`src/design/lpmwk_pkg.sv`:
```
// package: constants, register map and types of the low power mode and wake-up controller
package lpmwk_pkg;
    // ==========================================================
    // sizes
    localparam int WAKE_NUM = 19;
    localparam int PIN_NUM = 16;
    // ==========================================================
    // register byte offsets
    localparam logic [7:0] ADDR_FSMR = 8'h00;
    localparam logic [7:0] ADDR_CLKCFG = 8'h04;
    localparam logic [7:0] ADDR_BKWAKE = 8'h08;
    localparam logic [7:0] ADDR_STATUS = 8'h0c;
    localparam logic [7:0] ADDR_WAKETIME = 8'h10;
    // ==========================================================
    // field positions
    localparam int FSMR_LPS_BIT = 20;
    localparam int CFG_OSC_BIT = 0;
    localparam int CFG_MASTER_PLL_BIT = 1;
    localparam int CFG_PLL_EN_BIT = 2;
    localparam int CFG_PCLK_SLEEP_BIT = 3;
    localparam int CFG_SRAM_KEEP_BIT = 4;
    localparam int STAT_FSU_BIT = 3;
    // ==========================================================
    // reset values
    localparam logic [18:0] FS_EN_RST = 19'h00000;
    localparam logic [18:0] BK_EN_RST = 19'h00000;
    localparam logic [4:0] CFG_RST = 5'h01; // fast rc running, master clock on it
    // ==========================================================
    // timing
    localparam int CLK_NS = 40;
    localparam int RC_START_NS = 2000;
    localparam int CORE_RST_NS = 1000;
    localparam logic [7:0] RC_START_CYC = 8'((RC_START_NS + CLK_NS - 1) / CLK_NS);
    localparam logic [7:0] CORE_RST_CYC = 8'((CORE_RST_NS + CLK_NS - 1) / CLK_NS);
    localparam logic [7:0] RESYNC_CYC = 8'h03;
    // ==========================================================
    // types
    typedef enum logic [2:0] {
        ST_ACTIVE = 3'b000,
        ST_SLEEP = 3'b001,
        ST_WAIT_ENTER = 3'b010,
        ST_WAIT = 3'b011,
        ST_RC_START = 3'b100,
        ST_BACKUP = 3'b101,
        ST_BK_EXIT = 3'b110
    } lpmwk_state_t;
    typedef struct packed {
        logic core_clk;
        logic periph_clk;
        logic mem_clk;
        logic core_pwr;
        logic sram_pwr;
        logic regulator;
        logic fast_rc;
        logic master_on_pll;
        logic pll_en;
        logic core_rst;
    } lpmwk_ctl_t;
endpackage

```
`src/design/lpmwk_fsu_detect.sv`:
```
// fast start-up detection: clockless combine of the enabled active-low wake inputs
`timescale 1ns/1ps
module lpmwk_fsu_detect #(
    parameter int N = 19
) (
    input wire logic [N-1:0] WAKE_N_IN,
    input wire logic [N-1:0] EN_IN,
    output logic REQ_OUT
);
    // pure gates, no clock needed, so it still works with all clocks stopped
    assign REQ_OUT = |(~WAKE_N_IN & EN_IN);
endmodule

```
`src/design/lpmwk_sync.sv`:
```
// two-flop synchroniser for levels entering the system clock domain
`timescale 1ns/1ps
module lpmwk_sync #(
    parameter int W = 1
) (
    input wire logic CLK_SYS_IN,
    input wire logic RST_IN,
    input wire logic [W-1:0] DIN_IN,
    output logic [W-1:0] DOUT_OUT
);
    typedef struct packed {
        logic [W-1:0] s1;
        logic [W-1:0] s2;
    } lpmwk_sync_t;
    lpmwk_sync_t q, d;
    // first stage is read only by the second stage
    always_comb begin
        d.s1 = DIN_IN;
        d.s2 = q.s1;
    end
    always_ff @(posedge CLK_SYS_IN) begin
        if (RST_IN) begin
            q <= '0;
        end else begin
            q <= d;
        end
    end
    assign DOUT_OUT = q.s2;
endmodule

```
`src/design/lpmwk_top.sv`:
```
// low power mode decode, clock and power gating and wake-up sequencing
//
// Chosen here: the address-and-strobe port and the placing of the registers.
`timescale 1ns/1ps
// Summary of operation
// - sleep stops only core clock; peripheral clocks follow configuration
// - wait-for-interrupt or wait-for-event with both selects zero enters sleep
// - interrupt-entered sleep wakes on interrupt only; event-entered on interrupt or event
// - wake sources are configured one by one; of the power regions only sram has a setting of its own, for backup
// - backup wake re-enables core and sram supplies if off
// - low level on any enabled of 19 wake inputs starts fast wake
// - fast start detection is clockless and gives one request
// - request restarts fast rc, moves master clock to it, re-enables core clock
// - after wake from wait or backup the pll stays off; software restarts it
// - wake time is counted from wake event to first fetch
// - wait-for-event with deep sleep enters backup; regulator and core supply off
// - backup exits on enabled pin transition or alarm through core reset
// - wait mode stops core, peripheral and memory clocks, supplies stay on
// - wait entered by wait-for-event with low power select; exits on events
module lpmwk_top
    import lpmwk_pkg::*;
(
    input wire logic CLK_SYS_IN,
    input wire logic RST_IN,
    input wire logic [7:0] REG_ADDR_IN,
    input wire logic [31:0] REG_WDATA_IN,
    input wire logic REG_WR_IN,
    input wire logic REG_RD_IN,
    output logic [31:0] REG_RDATA_OUT,
    input wire logic WAIT_INT_INSTR_IN,
    input wire logic WAIT_EVT_INSTR_IN,
    input wire logic DEEP_SLEEP_IN,
    input wire logic IRQ_IN,
    input wire logic EVENT_IN,
    input wire logic [18:0] WAKE_N_IN,
    output lpmwk_ctl_t CTL_OUT,
    output logic [2:0] MODE_OUT
);
    typedef struct packed {
        lpmwk_state_t st;
        logic [7:0] cnt;
        logic by_event;
        logic [18:0] fs_en;
        logic lps;
        logic osc_en;
        logic master_on_pll;
        logic pll_en;
        logic pclk_sleep;
        logic sram_keep;
        logic [18:0] bk_en;
        logic [15:0] pins_q;
        logic timing;
        logic [15:0] wake_cnt;
        logic [15:0] wake_time;
        lpmwk_ctl_t ctl;
        logic [31:0] rdata;
    } lpmwk_core_t;

    lpmwk_core_t q, d;
    logic fsu_raw;
    logic fsu_sync;
    logic bk_wake;
    logic sleep_wake;
    logic wait_wake;

    // ==========================================================
    // fast start-up path
    lpmwk_fsu_detect #(
        .N(WAKE_NUM)
    ) u_detect (
        .WAKE_N_IN(WAKE_N_IN),
        .EN_IN(q.fs_en),
        .REQ_OUT(fsu_raw)
    );

    // the raw request is asynchronous to us; two flops before any decision
    lpmwk_sync #(
        .W(1)
    ) u_sync (
        .CLK_SYS_IN(CLK_SYS_IN),
        .RST_IN(RST_IN),
        .DIN_IN(fsu_raw),
        .DOUT_OUT(fsu_sync)
    );

    // ==========================================================
    // wake conditions
    // backup: enabled pin edges plus enabled alarm levels (supply monitor, calendar, timer)
    assign bk_wake = (|((WAKE_N_IN[15:0] ^ q.pins_q) & q.bk_en[15:0]))
                   | (|(~WAKE_N_IN[18:16] & q.bk_en[18:16]));
    // interrupt-entered sleep ignores events on purpose
    assign sleep_wake = IRQ_IN | (q.by_event & (EVENT_IN | fsu_sync));
    assign wait_wake = fsu_sync | EVENT_IN;

    // ==========================================================
    // next state
    always_comb begin
        d = q;
        d.rdata = 32'h0;
        d.pins_q = WAKE_N_IN[15:0];
        // software side
        if (REG_RD_IN) begin
            case (REG_ADDR_IN)
                ADDR_FSMR: d.rdata = {11'h0, q.lps, 1'b0, q.fs_en};
                ADDR_CLKCFG: d.rdata = {27'h0, q.sram_keep, q.pclk_sleep, q.pll_en, q.master_on_pll, q.osc_en};
                ADDR_BKWAKE: d.rdata = {13'h0, q.bk_en};
                ADDR_STATUS: d.rdata = {28'h0, fsu_sync, q.st};
                ADDR_WAKETIME: d.rdata = {16'h0, q.wake_time};
                default: d.rdata = 32'h0;
            endcase
        end
        if (REG_WR_IN) begin
            case (REG_ADDR_IN)
                ADDR_FSMR: begin
                    d.fs_en = REG_WDATA_IN[18:0];
                    d.lps = REG_WDATA_IN[FSMR_LPS_BIT];
                end
                ADDR_CLKCFG: begin
                    d.osc_en = REG_WDATA_IN[CFG_OSC_BIT];
                    d.master_on_pll = REG_WDATA_IN[CFG_MASTER_PLL_BIT];
                    d.pll_en = REG_WDATA_IN[CFG_PLL_EN_BIT];
                    d.pclk_sleep = REG_WDATA_IN[CFG_PCLK_SLEEP_BIT];
                    d.sram_keep = REG_WDATA_IN[CFG_SRAM_KEEP_BIT];
                end
                ADDR_BKWAKE: d.bk_en = REG_WDATA_IN[18:0];
                default: ;
            endcase
        end
        // wake timer runs from the wake event to the first fetch
        if (q.timing && q.wake_cnt != 16'hffff) begin
            d.wake_cnt = q.wake_cnt + 16'h0001;
        end
        // mode sequencing; placed after writes so hardware updates win
        case (q.st)
            ST_ACTIVE: begin
                if (WAIT_EVT_INSTR_IN && DEEP_SLEEP_IN) begin
                    d.st = ST_BACKUP;
                    d.pll_en = 1'b0;
                    d.master_on_pll = 1'b0;
                    d.osc_en = 1'b0;
                end else if (WAIT_EVT_INSTR_IN && q.lps) begin
                    // oscillator enable and clocks drop now; wait state follows after resync
                    d.st = ST_WAIT_ENTER;
                    d.cnt = RESYNC_CYC;
                    d.osc_en = 1'b0;
                    d.pll_en = 1'b0;
                end else if (WAIT_INT_INSTR_IN || WAIT_EVT_INSTR_IN) begin
                    d.st = ST_SLEEP;
                    d.by_event = WAIT_EVT_INSTR_IN;
                end
            end
            ST_SLEEP: begin
                if (sleep_wake) begin
                    d.st = ST_ACTIVE;
                    d.wake_time = 16'h0001;
                end
            end
            ST_WAIT_ENTER: begin
                d.cnt = q.cnt - 8'h01;
                if (q.cnt == 8'h01) begin
                    d.st = ST_WAIT;
                end
            end
            ST_WAIT: begin
                if (wait_wake) begin
                    d.st = ST_RC_START;
                    d.cnt = RC_START_CYC;
                    d.osc_en = 1'b1;
                    d.timing = 1'b1;
                    d.wake_cnt = 16'h0000;
                end
            end
            ST_RC_START: begin
                d.cnt = q.cnt - 8'h01;
                if (q.cnt == 8'h01) begin
                    // master clock back on fast rc; pll left for software
                    d.st = ST_ACTIVE;
                    d.master_on_pll = 1'b0;
                    d.timing = 1'b0;
                    d.wake_time = q.wake_cnt + 16'h0001;
                end
            end
            ST_BACKUP: begin
                if (bk_wake) begin
                    d.st = ST_BK_EXIT;
                    d.cnt = CORE_RST_CYC;
                    d.osc_en = 1'b1;
                    d.timing = 1'b1;
                    d.wake_cnt = 16'h0000;
                end
            end
            ST_BK_EXIT: begin
                d.cnt = q.cnt - 8'h01;
                if (q.cnt == 8'h01) begin
                    d.st = ST_ACTIVE;
                    d.timing = 1'b0;
                    d.wake_time = q.wake_cnt + 16'h0001;
                end
            end
            default: d.st = ST_ACTIVE;
        endcase
        // ======================================================
        // gating outputs, decoded from the next mode so they are registered
        d.ctl = '{core_clk: 1'b1, periph_clk: 1'b1, mem_clk: 1'b1, core_pwr: 1'b1,
                  sram_pwr: 1'b1, regulator: 1'b1, fast_rc: d.osc_en, master_on_pll: d.master_on_pll,
                  pll_en: d.pll_en, core_rst: 1'b0};
        case (d.st)
            ST_SLEEP: begin
                d.ctl.core_clk = 1'b0;
                d.ctl.periph_clk = d.pclk_sleep;
            end
            ST_WAIT_ENTER, ST_WAIT, ST_RC_START: begin
                d.ctl.core_clk = 1'b0;
                d.ctl.periph_clk = 1'b0;
                d.ctl.mem_clk = 1'b0;
            end
            ST_BACKUP: begin
                d.ctl.core_clk = 1'b0;
                d.ctl.periph_clk = 1'b0;
                d.ctl.mem_clk = 1'b0;
                d.ctl.core_pwr = 1'b0;
                d.ctl.regulator = 1'b0;
                d.ctl.sram_pwr = d.sram_keep;
            end
            ST_BK_EXIT: begin
                d.ctl.core_rst = 1'b1;
            end
            default: ;
        endcase
    end

    // ==========================================================
    // state register
    always_ff @(posedge CLK_SYS_IN) begin
        if (RST_IN) begin
            q <= '0;
            q.st <= ST_ACTIVE;
            q.fs_en <= FS_EN_RST;
            q.bk_en <= BK_EN_RST;
            q.osc_en <= CFG_RST[CFG_OSC_BIT];
            q.pins_q <= 16'hffff; // idle pins sit high
            q.ctl <= '{core_clk: 1'b1, periph_clk: 1'b1, mem_clk: 1'b1, core_pwr: 1'b1,
                       sram_pwr: 1'b1, regulator: 1'b1, fast_rc: 1'b1, master_on_pll: 1'b0,
                       pll_en: 1'b0, core_rst: 1'b0};
        end else begin
            q <= d;
        end
    end

    assign REG_RDATA_OUT = q.rdata;
    assign CTL_OUT = q.ctl;
    assign MODE_OUT = q.st;
endmodule

```
`config.mk`:
```
export PLATFORM = sky130hd
export DESIGN_NAME = lpmwk_top
export DESIGN_NICKNAME = d
export VERILOG_FILES = /design/src/design/lpmwk_pkg.sv /design/src/design/lpmwk_fsu_detect.sv /design/src/design/lpmwk_sync.sv /design/src/design/lpmwk_top.sv
export SDC_FILE = /design/constraint.sdc
export NUM_CORES = 1
export LEC_CHECK = 0
export BUFFER_PORTS_ARGS = -buffer_cell sky130_fd_sc_hd__buf_2
export CAP_MARGIN = 20
export CORE_MARGIN = 5
export CORE_UTILIZATION = 39
export CTS_CLUSTER_DIAMETER = 80
export DETAILED_ROUTE_END_ITERATION = 10
export PLACE_DENSITY = 0.68
export SLEW_MARGIN = 5
export SYNTH_ARGS = -nofsm -noshare
export SYNTH_HDL_FRONTEND = slang
export SYNTH_SLANG_ARGS = --single-unit
export TNS_END_PERCENT = 50
```
`constraint.sdc`:
```
create_clock -name CLK_SYS_IN -period 2.7 [get_ports CLK_SYS_IN]
set_clock_uncertainty 0.15 [all_clocks]
set_input_delay 0.27 -clock CLK_SYS_IN [delete_from_list [all_inputs] [get_ports CLK_SYS_IN]]
set_output_delay 0.27 -clock CLK_SYS_IN [all_outputs]
set_load 0.02 [all_outputs]
```
==> metrics.cfg <==
[run_status]
outcome=completed

[placed_design]
hpwl_um=11600
pre_cts_ws_ns=0.216
routabilityCongestion=0.827
io_buffer_count=88

[synth]
yosysTopAreaCellShare=0.424
synth_edf_count=0
seq_area_frac_synth=0.424
synth_ff_type=dfxtp_1
netlist-cell-type-count=67
synthArstFlopShare=0
synth_most_common_cell=dfxtp_1
synth_area_um2=6280
synth_common_cells=dfxtp_1, nand2_1, nor2_1, a21oi_1, buf_4
yosys_warnings=0
avgSynthCellArea_um2=8.47
synth_area_leaders=dfxtp_1, nand2_1, buf_4
synth_seq_cells=133
yosysTopAreaCell=dfxtp_1
synthCells=742

[floorplanning]
rows=46
core_area_um2=15800
die_x_um=137
dieArea_um2=18700
start_util=0.397
pin_count=113
die_h_um=137

[global_routing]
grt_usage=0.183
gr-total-overflow=0
grt_pass1_vias=5364
grt_max_degree=84
antenna_found_initial=0
grt_pass1_wl_um=27000

[drt]
drt_first_iter_violations=477
drt_pass1_iterations=5
routed_wl_um=17000
wire_per_inst_um=16.1
vias=5577
route.antenna.remaining_nets=0
drc=0
via_per_inst=5.28

[sta]
drv_slew=0
final_hold_viol_count=0
fin_tns_setup_ns=0
fmaxAchievable_ghz=0.379
period_share=0.977
fin_ws_ns=0.0617
final.min_clock_period_ns=2.64
rsz0062_at_grt=false
setup_viol=0
slew_headroom=0.447
worst_pin_slew_ns=0.828

[critical_path]
path_max_fanout=3
rr_worst_depth=6
worstSetupPathType=primary input to register
r2r-end=CTL_OUT[5]$_SDFF_PP1_
worstSetupStartpoint=WAKE_N_IN[14]
rrSetupSlack_ns=0.30
endpoint=CTL_OUT[5]$_SDFF_PP1_
cp.required_ns=2.85
r2r_start=q[89]$_SDFF_PP1_
startpoint_type=primary input
arrival_ns=2.79
end_kind=register

[layout]
layout.nets=899
n_antenna_cell=0
fillers=1484
area_delta_synth_final_pct=21.4
final_util=0.482
drive_gt1_frac=0.209

[clocking]
clock_sinks=133
max-clock-path-buffers=2
post-cts-setup-buffers=0
clk_latency_ns=0.42
cts_tree=done
numCtsBuffers=17
cts_root_buffer=clkbuf_16
path_clk_slew_ns=0.06
h-tree-depth=4

[min_path]
hp-start=REG_RD_IN
hp-class=primary input to register

[flow_run]
maxCapViolCount=0

[pwr]
powerDensity_nw_per_um2=629
power.leakage_nw=2.93
power_mw=4.79
vdd_drop_max_v=0.000402

[report_power, final]
part / switching (mW) / internal (mW)
registers: 0.0504 / 2.02
logic: 0.288 / 0.211
clock network: 0.829 / 1.40
[cells by family after synthesis]
family / after synthesis / synth area share
adder cells (fa/ha/maj): 3 / 0.00598
XOR/XNOR: 42 / 0.0586
AO/OA/AOI/OAI: 150 / 0.168
AND/OR/NAND/NOR: 282 / 0.218
other: 1 / 0.000597
buffers and inverters: 118 / 0.102
multiplexers: 13 / 0.0227
flip-flops: 133 / 0.424
[worst min-delay path by stage]
| stage | to | slack [ns] | cells past startpoint |
|---|---|---|---|
| 5_1_grt | REG_RDATA_OUT[20]$_SDFF_PP0_ | 0.13 | 3 |
| 2_1_floorplan | q[79]$_SDFF_PP1_ | 0.21 | 2 |
| 6_report | REG_RDATA_OUT[20]$_SDFF_PP0_ | 0.13 | 3 |
| 3_3_place_gp | u_sync.DOUT_OUT$_SDFF_PP0_ | 0.27 | 1 |
| 3_5_place_dp | u_sync.DOUT_OUT$_SDFF_PP0_ | 0.27 | 1 |
| 4_1_cts | REG_RDATA_OUT[20]$_SDFF_PP0_ | 0.11 | 3 |
[sequential cells by signal, summed over array words and instances (netlist names)]
name	cells
REG_RDATA_OUT	20
CTL_OUT	9
u_sync.d	1
u_sync.DOUT_OUT	1
q	99
MODE_OUT	3
[routing by layer]
layer,vias to the layer above,global-route usage,share of wire
met3,29,0.0368,0.059
met1,2649,0.229,0.43
met2,204,0.308,0.49
met5,-,0,0
met4,0,0.0743,0.025
li1,2695,-,-
[cell usage in the layout (no fill, tap or decap), drive strengths merged, types with 12 or more instances in the layout]
| master | instances |
|---|---|
| conb | 12 |
| xnor2 | 17 |
| nand2 | 93 |
| nand3 | 27 |
| nor2 | 66 |
| inv | 31 |
| a21oi | 55 |
| xor2 | 25 |
| nor3 | 30 |
| a222oi | 13 |
| dfxtp | 133 |
| or2 | 17 |
| a22oi | 28 |
| buf | 104 |
| clkbuf | 23 |
| dlygate4sd3 | 38 |
[per-stage QoR]
step / hold slack, ns / instances / cell area [µm²]
finish: 0.133 / 1057 / 7620
global route: 0.134 / 1057 / 7620
CTS: 0.113 / 1056 / 7610
detailed placement: 0.273 / 986 / 6660
global placement: 0.272 / 986 / 6660
floorplan: 0.214 / 753 / 6320
[critical path, stage by stage]
cell and delay, ns:
dlygate4sd3_1 0.54, buf_2 0.15, xor2_1 0.14, a222oi_1 0.43, nand4_1 0.33, or4_1 0.64
a21oi_1 0.22, nand2_1 0.07
[repair_timing]
action | CTS | global route
endpoints found under the setup margin | 0 | 2
hold buffers | 38 | 0
endpoints found under the hold margin | 56 | 0
resized for setup | 0 | 1
[final cells by class]
class | instances | area [µm²] | area share
clock inverter | 9 | 103 | 0.0135
multi-input combinational | 502 | 3040 | 0.398
inverter | 32 | 120 | 0.0158
timing repair buffer | 142 | 966 | 0.127
sequential | 133 | 2660 | 0.349
clock buffer | 23 | 468 | 0.0614
tap | 216 | 270 | 0.0354
Note: power is estimated with default switching activity, not from simulation.
